[config.mk]
export PLATFORM = sky130hd
export DESIGN_NAME = epsp_top
export DESIGN_NICKNAME = d
export VERILOG_FILES = /design/src/epsp_pkg.sv /design/src/epsp_div.sv /design/src/epsp_top.sv
export SDC_FILE = /design/constraint.sdc
export NUM_CORES = 2
export LEC_CHECK = 0
export ABC_AREA = 1
export BUFFER_PORTS_ARGS = -buffer_cell sky130_fd_sc_hd__buf_2
export CAP_MARGIN = 20
export CORE_UTILIZATION = 45
export CTS_BUF_LIST = sky130_fd_sc_hd__clkbuf_4 sky130_fd_sc_hd__clkbuf_8
export CTS_CLUSTER_SIZE = 14
export DETAILED_ROUTE_END_ITERATION = 6
export PLACE_DENSITY = 0.59
export SETUP_SLACK_MARGIN = 0.02
export SLEW_MARGIN = 20
export SYNTH_ARGS = -nofsm -noshare
export SYNTH_HDL_FRONTEND = slang
export SYNTH_HIERARCHICAL = 1
export SYNTH_SLANG_ARGS = --single-unit
[constraint.sdc]
create_clock -name clk -period 18.2 [get_ports clk]
set_clock_uncertainty 0.15 [all_clocks]
set_input_delay 0.91 -clock clk [delete_from_list [all_inputs] [get_ports clk]]
set_output_delay 0.91 -clock clk [all_outputs]
set_load 0.02 [all_outputs]
[src/epsp_pkg.sv]
// Constants, types and variant defaults for the encoder position scaling block.
package epsp_pkg;

  // Encoder variants that can be built.
  typedef enum logic [1:0] {
    VAR_EM = 2'h0,
    VAR_HS = 2'h1,
    VAR_HM = 2'h2
  } epsp_variant_type;

  // Variant physical resolutions; these are also the reset defaults of the custom settings.
  localparam logic [31:0] EM_SPT    = 32'h0000_2000;
  localparam logic [31:0] EM_TOTAL  = 32'h0800_0000;
  localparam logic [31:0] EM_TURNS  = 32'h0000_4000;
  localparam logic [31:0] HS_SPT    = 32'h0004_0000;
  localparam logic [31:0] HS_TOTAL  = 32'h0004_0000;
  localparam logic [31:0] HS_TURNS  = 32'h0000_0001;
  localparam logic [31:0] HM_SPT    = 32'h0001_0000;
  localparam logic [31:0] HM_TOTAL  = 32'h4000_0000;
  localparam logic [31:0] HM_TURNS  = 32'h0000_4000;
  localparam logic [31:0] MAX_TURNS = 32'h0000_4000;

  // Configuration and status word layout.
  localparam int          CFG_DIR_BIT   = 0;
  localparam int          CFG_SCALE_BIT = 2;
  localparam logic [15:0] CFG_MASK      = 16'h0005;
  localparam logic [15:0] CFG_RESET     = 16'h0000;
  localparam logic [31:0] PRESET_RESET  = 32'h0000_0000;
  localparam logic [31:0] OFFSET_RESET  = 32'h0000_0000;

  // Divider step count for a 64-bit dividend.
  localparam logic [6:0] DIV_STEPS = 7'h40;

  // Object selected by a configuration write.
  typedef enum logic [3:0] {
    OBJ_CFG    = 4'h1,
    OBJ_SPT    = 4'h2,
    OBJ_TOTAL  = 4'h4,
    OBJ_PRESET = 4'h8
  } epsp_obj_type;

  // One configuration write from the fieldbus side.
  typedef struct packed {
    logic         wr;
    epsp_obj_type obj;
    logic [31:0]  data;
  } epsp_od_wr_type;

  // Position pipeline states.
  typedef enum logic [3:0] {
    ST_IDLE  = 4'h1,
    ST_TURN  = 4'h2,
    ST_SCALE = 4'h4,
    ST_WRAP  = 4'h8
  } epsp_state_type;

  // Physical steps per turn of a variant.
  function automatic logic [31:0] def_spt(epsp_variant_type v);
    logic [31:0] r;
    r = HM_SPT;
    if (v == VAR_EM) r = EM_SPT;
    if (v == VAR_HS) r = HS_SPT;
    return r;
  endfunction

  // Default total range of a variant.
  function automatic logic [31:0] def_total(epsp_variant_type v);
    logic [31:0] r;
    r = HM_TOTAL;
    if (v == VAR_EM) r = EM_TOTAL;
    if (v == VAR_HS) r = HS_TOTAL;
    return r;
  endfunction

  // Physical turn count of a variant.
  function automatic logic [31:0] def_turns(epsp_variant_type v);
    logic [31:0] r;
    r = HM_TURNS;
    if (v == VAR_EM) r = EM_TURNS;
    if (v == VAR_HS) r = HS_TURNS;
    return r;
  endfunction

endpackage

[src/epsp_div.sv]
// Sequential restoring divider, 64-bit dividend by 32-bit divisor.
module epsp_div (
  input  wire logic        clk,
  input  wire logic        sys_rst,
  input  wire logic        start,
  input  wire logic [63:0] num,
  input  wire logic [31:0] den,
  output logic             done,
  output logic [63:0]      quo,
  output logic [31:0]      rem
);

  logic [63:0] quo_reg;
  logic [63:0] quo_next;
  logic [32:0] rem_reg;
  logic [32:0] rem_next;
  logic [31:0] den_reg;
  logic [31:0] den_next;
  logic [6:0]  cnt_reg;
  logic [6:0]  cnt_next;
  logic        done_reg;
  logic        done_next;
  logic [32:0] shifted;
  logic        fits;

  // One quotient bit per cycle; a fresh start aborts any division in flight.
  always_comb begin
    quo_next  = quo_reg;
    rem_next  = rem_reg;
    den_next  = den_reg;
    cnt_next  = cnt_reg;
    done_next = 1'b0;
    shifted   = {rem_reg[31:0], quo_reg[63]};
    fits      = shifted >= {1'b0, den_reg};
    if (start) begin
      quo_next = num;
      rem_next = 33'h0_0000_0000;
      den_next = den;
      cnt_next = epsp_pkg::DIV_STEPS;
    end else if (cnt_reg != 7'h00) begin
      rem_next  = fits ? shifted - {1'b0, den_reg} : shifted;
      quo_next  = {quo_reg[62:0], fits};
      cnt_next  = cnt_reg - 7'h01;
      done_next = cnt_reg == 7'h01;
    end
  end

  // Registers only.
  always_ff @(posedge clk or posedge sys_rst) begin
    if (sys_rst) begin
      quo_reg  <= 64'h0000_0000_0000_0000;
      rem_reg  <= 33'h0_0000_0000;
      den_reg  <= 32'h0000_0000;
      cnt_reg  <= 7'h00;
      done_reg <= 1'b0;
    end else begin
      quo_reg  <= quo_next;
      rem_reg  <= rem_next;
      den_reg  <= den_next;
      cnt_reg  <= cnt_next;
      done_reg <= done_next;
    end
  end

  assign done = done_reg;
  assign quo  = quo_reg;
  assign rem  = rem_reg[31:0];

endmodule

[src/epsp_top.sv]
// Position scaling, plausibility check and preset for an absolute rotary encoder.
//
// Notes on behaviour
// - A writable 32-bit custom steps-per-turn value is held.
// - With scaling off, position is the physical count; custom values are ignored.
// - Custom steps per turn resets to the variant default.
// - Implied turn count is total range divided by steps per turn.
// - Total range below steps per turn is invalid and flagged.
// - Implied turns above the hardware capacity, at most 16384, raise a fault.
// - Inconsistent scaled settings report a wrong-parametrization status.
// - Non power-of-two turn counts make the scaled count jump before physical zero.
// - Custom total range resets to the variant default.
// - A preset gives the current position the written value, shifting all others.
// - Status word mirrors the scaling enable bit at the same position.
// - Executing a preset stores the current position as the offset.
// - Output is read position plus preset value minus offset.
module epsp_top #(
  parameter epsp_pkg::epsp_variant_type VARIANT = epsp_pkg::VAR_HM
) (
  input  wire logic                     clk,
  input  wire logic                     sys_rst,
  input  wire epsp_pkg::epsp_od_wr_type od_wr,
  input  wire logic                     preset_exec,
  input  wire logic [31:0]              phys_pos,
  output logic [15:0]                   cfg_word,
  output logic [15:0]                   status_word,
  output logic [31:0]                   custom_steps_per_turn,
  output logic [31:0]                   custom_total_range,
  output logic [31:0]                   preset_value,
  output logic [31:0]                   offset_value,
  output logic [31:0]                   position_value,
  output logic                          param_fault
);

  localparam logic [31:0] HW_SPT   = epsp_pkg::def_spt(VARIANT);
  localparam logic [31:0] HW_TURNS = epsp_pkg::def_turns(VARIANT);
  localparam logic [31:0] DEF_TOT  = epsp_pkg::def_total(VARIANT);
  localparam logic [63:0] HW_TOTAL = {32'h0000_0000, HW_SPT} * {32'h0000_0000, HW_TURNS};
  localparam logic [31:0] TURN_CAP = (HW_TURNS > epsp_pkg::MAX_TURNS) ? epsp_pkg::MAX_TURNS : HW_TURNS;

  logic [15:0]              cfg_reg;
  logic [15:0]              cfg_next;
  logic [15:0]              status_reg;
  logic [15:0]              status_next;
  logic [31:0]              spt_reg;
  logic [31:0]              spt_next;
  logic [31:0]              total_reg;
  logic [31:0]              total_next;
  logic [31:0]              preset_reg;
  logic [31:0]              preset_next;
  logic [31:0]              offset_reg;
  logic [31:0]              offset_next;
  logic [31:0]              pos_reg;
  logic [31:0]              pos_next;
  logic [31:0]              read_reg;
  logic [31:0]              read_next;
  logic [31:0]              phys_reg;
  logic [31:0]              phys_next;
  logic                     fault_reg;
  logic                     fault_next;
  epsp_pkg::epsp_state_type state_reg;
  epsp_pkg::epsp_state_type state_next;
  logic                     scale_en;
  logic                     bad_cfg;
  logic                     div_start;
  logic [63:0]              div_num;
  logic [31:0]              div_den;
  logic                     div_done;
  logic [63:0]              div_quo;
  logic [31:0]              div_rem;

  assign scale_en = cfg_reg[epsp_pkg::CFG_SCALE_BIT];

  // Settings that are wrong before any division; a zero divisor is caught here too.
  assign bad_cfg = (spt_reg == 32'h0000_0000) || (spt_reg > HW_SPT)
                 || (total_reg < spt_reg)
                 || ({32'h0000_0000, total_reg} > HW_TOTAL);

  // Configuration writes, status mirror, preset offset and the transmitted value.
  always_comb begin
    cfg_next    = cfg_reg;
    spt_next    = spt_reg;
    total_next  = total_reg;
    preset_next = preset_reg;
    if (od_wr.wr) begin
      unique case (od_wr.obj)
        epsp_pkg::OBJ_CFG:    cfg_next = od_wr.data[15:0] & epsp_pkg::CFG_MASK;
        epsp_pkg::OBJ_SPT:    spt_next = od_wr.data;
        epsp_pkg::OBJ_TOTAL:  total_next = od_wr.data;
        epsp_pkg::OBJ_PRESET: preset_next = od_wr.data;
        default:              cfg_next = cfg_reg;
      endcase
    end
    status_next = cfg_reg & epsp_pkg::CFG_MASK;
    offset_next = preset_exec ? read_reg : offset_reg;
    pos_next    = read_reg + preset_reg - offset_reg;
  end

  // Position pipeline: turn check, multiply-divide, then wrap; one shared divider.
  always_comb begin
    state_next = state_reg;
    read_next  = read_reg;
    phys_next  = phys_reg;
    fault_next = fault_reg;
    div_start  = 1'b0;
    div_num    = 64'h0000_0000_0000_0000;
    div_den    = 32'h0000_0000;
    unique case (state_reg)
      epsp_pkg::ST_IDLE: begin
        phys_next = phys_pos;
        if (!scale_en) begin
          read_next  = phys_pos;
          fault_next = 1'b0;
        end else if (bad_cfg) begin
          fault_next = 1'b1;
        end else begin
          div_start  = 1'b1;
          div_num    = {32'h0000_0000, total_reg};
          div_den    = spt_reg;
          state_next = epsp_pkg::ST_TURN;
        end
      end
      epsp_pkg::ST_TURN: begin
        if (div_done) begin
          if (div_quo > {32'h0000_0000, TURN_CAP}) begin
            fault_next = 1'b1;
            state_next = epsp_pkg::ST_IDLE;
          end else begin
            div_start  = 1'b1;
            div_num    = {32'h0000_0000, phys_reg} * {32'h0000_0000, spt_reg};
            div_den    = HW_SPT;
            state_next = epsp_pkg::ST_SCALE;
          end
        end
      end
      epsp_pkg::ST_SCALE: begin
        if (div_done) begin
          div_start  = 1'b1;
          div_num    = div_quo;
          div_den    = total_reg;
          state_next = epsp_pkg::ST_WRAP;
        end
      end
      epsp_pkg::ST_WRAP: begin
        if (div_done) begin
          // The wrap point is the total range, so a non power-of-two turn count jumps early.
          read_next  = div_rem;
          fault_next = 1'b0;
          state_next = epsp_pkg::ST_IDLE;
        end
      end
      default: state_next = epsp_pkg::ST_IDLE;
    endcase
    // A settings write during a pass restarts it; one in the ST_IDLE cycle that starts a pass does not, so that pass mixes old and new settings.
    if (od_wr.wr && od_wr.obj != epsp_pkg::OBJ_PRESET && state_reg != epsp_pkg::ST_IDLE) begin
      state_next = epsp_pkg::ST_IDLE;
    end
  end

  epsp_div u_div (
    .clk     (clk),
    .sys_rst (sys_rst),
    .start   (div_start),
    .num     (div_num),
    .den     (div_den),
    .done    (div_done),
    .quo     (div_quo),
    .rem     (div_rem)
  );

  // Registers only; custom settings come up at the variant defaults.
  always_ff @(posedge clk or posedge sys_rst) begin
    if (sys_rst) begin
      cfg_reg    <= epsp_pkg::CFG_RESET;
      status_reg <= epsp_pkg::CFG_RESET;
      spt_reg    <= HW_SPT;
      total_reg  <= DEF_TOT;
      preset_reg <= epsp_pkg::PRESET_RESET;
      offset_reg <= epsp_pkg::OFFSET_RESET;
      pos_reg    <= 32'h0000_0000;
      read_reg   <= 32'h0000_0000;
      phys_reg   <= 32'h0000_0000;
      fault_reg  <= 1'b0;
      state_reg  <= epsp_pkg::ST_IDLE;
    end else begin
      cfg_reg    <= cfg_next;
      status_reg <= status_next;
      spt_reg    <= spt_next;
      total_reg  <= total_next;
      preset_reg <= preset_next;
      offset_reg <= offset_next;
      pos_reg    <= pos_next;
      read_reg   <= read_next;
      phys_reg   <= phys_next;
      fault_reg  <= fault_next;
      state_reg  <= state_next;
    end
  end

  assign cfg_word              = cfg_reg;
  assign status_word           = status_reg;
  assign custom_steps_per_turn = spt_reg;
  assign custom_total_range    = total_reg;
  assign preset_value          = preset_reg;
  assign offset_value          = offset_reg;
  assign position_value        = pos_reg;
  assign param_fault           = fault_reg;
endmodule

=== Word level (Yosys, flattened, before mapping) ===
Index checks and enable logic that the tools add are counted.

* Equality and inequality tests: 22
* Muxes and demuxes: 44
* Bitwise operators: 0
* Reduce and logical (&&, ||, !) cells: 18
* Divide/modulo/power cells: 0
* Multiply operators: 1
* Order comparisons: 5
* Add/subtract/negate cells: 4
* Shifts and indexed selects: 0

{| class="wikitable"
|+ Operator list
! operator !! number
|-
| $mux 32 || 10
|-
| $mux 64 || 5
|-
| $pmux 64 s3 || 1
|-
| $pmux 32 s3 || 1
|-
| $gt 64x15->1 const B || 1
|-
| $mul 32x32->64 || 1
|-
| $pmux 32 s2 || 1
|-
| $sub 32x32->32 || 2
|-
| $mux 17 || 2
|-
| $ge 33x32->1 || 1
|-
| $add 32x32->32 || 1
|-
| $gt 32x17->1 const B || 1
|-
| $gt 32x31->1 const B || 1
|-
| $logic_not 32->1 || 1
|-
| $lt 32x32->1 || 1
|-
| $mux 4 || 6
|-
| $pmux 4 s4 || 1
|-
| $mux 7 || 2
|-
| $mux 1 || 12
|-
| $ne 3x3->1 const B || 4
|-
| $reduce_and 2->1 || 5
|-
| $reduce_and 5->1 || 2
|-
| $ne 3x2->1 const B || 3
|-
| $eq 4x1->1 const B || 2
|-
| other kinds (17) || 27
|}

* Memory bits (read-only): 0
* Memory bits (writable): 0
* Register bits: 369
* Memories kept: 0
* Bits of input ports: 72
* Logic and storage cells: 110
* Latch bits: 0
* Output and inout port bits: 193

=== Depth between registers and ports, before layout ===
* Depth after elaboration: 9
* Mapped depth: 34
* Gate-level depth less buffers: 32

=== By module ===
The synthesis kept the hierarchy.

{| class="wikitable"
|+ By module, submodules not included
! module !! cells each !! area an instance (sq um) !! instances
|-
| epsp_top || 6756 || 49871.6 || 1
|-
| epsp_div || 1213 || 8740.9 || 1
|}

=== Least setup slack after synthesis ===
Ideal clock, no wire load.

* Kind: register to register
* From: register spt_reg[16], in the netlist custom_steps_per_turn[16]
* To: register u_div.quo_reg[48], in the netlist u_div/quo[48]
* Cell stages (with the launch flop): 29
* Period minus slack after synthesis: 6.941 ns
* Setup slack: 11.259 ns
* Data arrival time: 6.648 ns
* Path through: dfstp_2 -> clkbuf_1 -> buf_1 -> nand2_1 -> inv_1 -> fa_1 -> fa_1 -> inv_1 -> fa_1 -> fa_1 -> inv_1 -> fa_1 -> fa_1 -> fa_1 -> inv_1 -> fa_1 -> inv_1 -> ha_1 -> nand2_1 -> nor2_1 -> nand2_1 -> nor4_1 -> nand2_1 -> nand3_1 -> nand2_1 -> nand3_1 -> nand2_1 -> nand2_1 -> o221ai_1

* Elaborated cells on any way between the ends: 17
* Classes of those cells: 1 x mul; 2 x order compare; 1 x eq/ne; 7 x mux; 6 x reduce/logical

{| class="wikitable"
|+ RTL lines
! item !! line !! source
|-
| start: declaration || epsp_top.sv:45 || <nowiki>logic [31:0] spt_reg;</nowiki>
|-
| start signal: assignment || epsp_top.sv:188 || <nowiki>spt_reg <= spt_next;</nowiki>
|-
| $mul 32x32->64 || epsp_top.sv:130 || <nowiki>div_num = {32'h0000_0000, phys_reg} * {32'h0000_0000, spt_reg};</nowiki>
|-
| $mux 64 || epsp_top.sv:125 || <nowiki>if (div_quo > {32'h0000_0000, TURN_CAP}) begin</nowiki>
|-
| $mux 64 || epsp_top.sv:124 || <nowiki>if (div_done) begin</nowiki>
|-
| $pmux 64 s3 || epsp_top.sv:108 || <nowiki>unique case (state_reg)</nowiki>
|-
| via div_num[48] || epsp_top.sv:66 || <nowiki>logic [63:0] div_num;</nowiki>
|-
| $mux 64 || epsp_div.sv:35 || <nowiki>if (start) begin</nowiki>
|-
| end signal: assignment || epsp_div.sv:57 || <nowiki>quo_reg <= quo_next;</nowiki>
|-
| end: declaration || epsp_div.sv:13 || <nowiki>logic [63:0] quo_reg;</nowiki>
|}

The timed path passes the listed nets, and every way through them passes these cells.
A chain may end at the register's enable or synchronous reset.

=== Final worst setup path ===
* From: register spt_reg[17], in the netlist custom_steps_per_turn[17]
* To: register u_div.quo_reg[43], in the netlist u_div/quo[43]

Same word-level chain as after synthesis.

==> results.md <==
- Outcome: completed
- Row count: 132
- Crit path time final: around 8.1 ns
- Max_cap viols: 0
- RSZ-0062 raised after global routing: false
- HPWL after detailed placement: 163000 µm
- Worst EP arrival: 8.49 ns
- Detail Route Antenna Nets: 0
- Synthesized flop and latch total: between 300 and 400
- Post-layout util: 48.4%
- Vias in the first global route: 50743
- Vias: 50454
- Fin crit share: approximately 45%
- Die height: approximately 360 µm
- Critical path endpoint category: flip-flop
- Mapped cell area: between 0.05 and 0.06 mm²
- Worst setup SP type: flip-flop
- Drt total wl: 205000 µm
- Max FFs per register: 64
- Clock buffer count from CTS: 71
- Share of cells above drive strength 1: about 6.6%
- DRT Pass-1 Iters: 6
- Post-synthesis adder-cell area fraction: between 30% and 40%
- Largest family of logic cells by synthesized area: adder cells
- Vias/cell: around 5
- Port Buffers: 236
- Die footprint: 0.132 mm²
- Starting Density: 45.3%
- Global route overflow: 0
- Slew headroom: 34.5%
- Core box area: around 0.13 mm²
- Simple-gate share of the synthesized area: 21.6%
- Yosys Warn Count: 6
- Total GRT Usage: 31.5%
- Multi-input logic area: between 0.03 and 0.04 mm²
- Final Net Count: 9356
- Post-synthesis compound-gate area fraction: 5.54%
- Synth Instances: around 8000
- CTS max path bufs: 3
- Multiplexer share of the synthesized area: 0.0192%
- Final Max Slew Viols: 0
- Clock root buffer: clkbuf_8
- Min-Delay Path Class: in2async
- Pin count of the biggest net entering global routing: 108
- Sequential-to-total area share from yosys stat: 15.8%
- Sum Neg Setup Slack: 0 ns
- CP Class: reg2reg
- Crit path required time: ~19 ns
- H-tree depth: 3
- First-pass GRT wire length: 310000 µm
- Gp weighted congestion: 0.992
- # IOs: ~270
- Yosys cell types: 55
- Register Area: 0.00924 mm²
- Average size of a mapped cell: 7.36 µm²
- Clock Sinks: ~370
- Setup bufs post-CTS: 0
- Setup-failing EPs final: 0
- Drt drc: 0
- Initial antenna violation count: 10
- Chip Width: 363 µm
- Post-CTS Resized: 0
- Starting DRT DRC Count: 4449
- Hold buffers post-CTS: 0
- CTS tree: built
- Wire length per cell: 20.9 µm
- R2R Setup Slk: 10.08 ns
- Synth Area in XOR/XNOR: 0.912%
- Filler Cell Count: between 10000 and 15000
- Fmax: 0.123 GHz
- Area grow syn2layout: 6.77%
- Worst-Margin Slew: 0.976 ns
- Clk_lat worst skew: approximately 0.72 ns
- CP max FO: 32
- Clk slew on worst S/H paths: 0.07 ns
- Final hold violation count: 0
==> metrics by stage <==
stage | cells | hold slack, ns | instance area [µm²] | setup slack [ns]
2_1_floorplan | 7996 | 0.278 | 58700 | 10.76
3_3_place_gp | 9664 | 0.248 | 61000 | 10.15
3_5_place_dp | 9664 | 0.260 | 61000 | 10.24
4_1_cts | 9788 | 0.193 | 62600 | 10.17
5_1_grt | 9794 | 0.247 | 62600 | 9.76
6_report | 9795 | 0.213 | 62600 | 10.08
==> Yosys cell counts, drive strengths merged <==
| cell type | instances | area, µm² |
|---|---|---|
| nand2 | 2398 | 9020 |
| inv | 2142 | 8040 |
| fa | 928 | 18600 |
| dfrtp | 366 | 9160 |
| nor2 | 362 | 1420 |
| ha | 361 | 4520 |
| clkbuf | 308 | 1160 |
| o21ai | 236 | 1200 |
| nand3 | 223 | 1190 |
| a21oi | 175 | 880 |
| buf | 88 | 619 |
| nand4 | 86 | 538 |
| o221ai | 63 | 552 |
| a31oi | 35 | 219 |
| xor2 | 32 | 280 |
| nor3 | 29 | 161 |
| xnor2 | 29 | 254 |
| nand3b | 19 | 154 |
| o22ai | 19 | 139 |
| o21bai | 11 | 82.6 |
| or2 | 10 | 62.6 |
| and2 | 8 | 50.1 |
| a21boi | 7 | 52.6 |
| a21o | 6 | 45.0 |
| nor4 | 6 | 37.5 |
| o21a | 4 | 30.0 |
| and3 | 3 | 18.8 |
| clkinv | 3 | 11.3 |
| dfstp | 3 | 78.8 |
| o211ai | 3 | 22.5 |
| a22oi | 2 | 15.0 |
| a211oi | 1 | 7.51 |
| conb | 1 | 3.75 |
| mux2 | 1 | 11.3 |
| o31ai | 1 | 7.51 |
==> final cells by class <==
cell class              instances  share of cell area (%)
diodes                          7                  0.0280
clock buffers                 102                    2.04
clock inverters                22                   0.460
inverters                    2145                    12.9
multi-input cells            5086                    63.4
flip-flops and latches        369                    14.8
well taps                    1742                    3.48
repair buffers                322                    2.92
==> final timing paths <==
kind / start / end / depth (start not counted)
worst min-delay path: sys_rst / custom_steps_per_turn[0] / 2
worst max register to register: custom_steps_per_turn[17] / u_div/quo[43] / 27
worst min register to register: cfg_word[0] / status_word[0] / 0
max in group asynchronous: sys_rst / custom_total_range[10] / 3
min in group clk: cfg_word[0] / status_word[0] / 0
worst max-delay path: custom_steps_per_turn[17] / u_div/quo[43] / 27
==> kinds of logic after synthesis <==
group,Yosys count
mux,1
fa+ha+maj,1289
buf+inv,2541
compound gates,563
flops,369
xor+xnor,61
other cells,1
simple gates,3144
==> worst max-delay path, stage by stage (launching register included) <==
cell and delay [ns]:
dfrtp_1 0.54, buf_4 0.50, nand2_1 0.16, fa_1 0.56, fa_1 0.56, inv_1 0.06, fa_1 0.48, fa_1 0.64
fa_1 0.46, fa_1 0.46, fa_1 0.55, inv_1 0.06, fa_1 0.49, inv_1 0.05, ha_1 0.37, nand2_1 0.13
nor2_1 0.24, inv_1 0.06, o21ai_0 0.38, nand2_1 0.09, nand2_1 0.09, inv_1 0.07, nand3_1 0.19, nand2_1 0.08
nand2_1 0.06, o21ai_0 0.09, nand2_1 0.11, o221ai_1 0.12
==> metal layers <==
layer	vias to the layer above	GRT usage, %	routed length (µm)
li1	23120	-	-
met1	24881	43.6	87600
met2	2129	47.5	89500
met3	318	8.88	21000
met4	6	10.1	6730
met5	-	0	34
==> layout by cell type, fill, tap and decap left out, types with 32 or more instances in the layout <==
cell type | synthesis | layout
a21oi_1 | 174 | 174
a31oi_1 | 35 | 35
buf_2 | 29 | 236
buf_4 | 35 | 86
clkbuf_8 | 0 | 82
dfrtp_1 | 366 | 366
fa_1 | 928 | 928
ha_1 | 361 | 361
inv_1 | 2132 | 2130
nand2_1 | 2389 | 2389
nand3_1 | 209 | 206
nand4_1 | 86 | 86
nor2_1 | 344 | 342
o21ai_0 | 212 | 212
o221ai_1 | 63 | 63
xor2_1 | 32 | 32
Power is not shown: default switching activity piles up to over one toggle a cycle in this logic, so the estimate is an artifact.
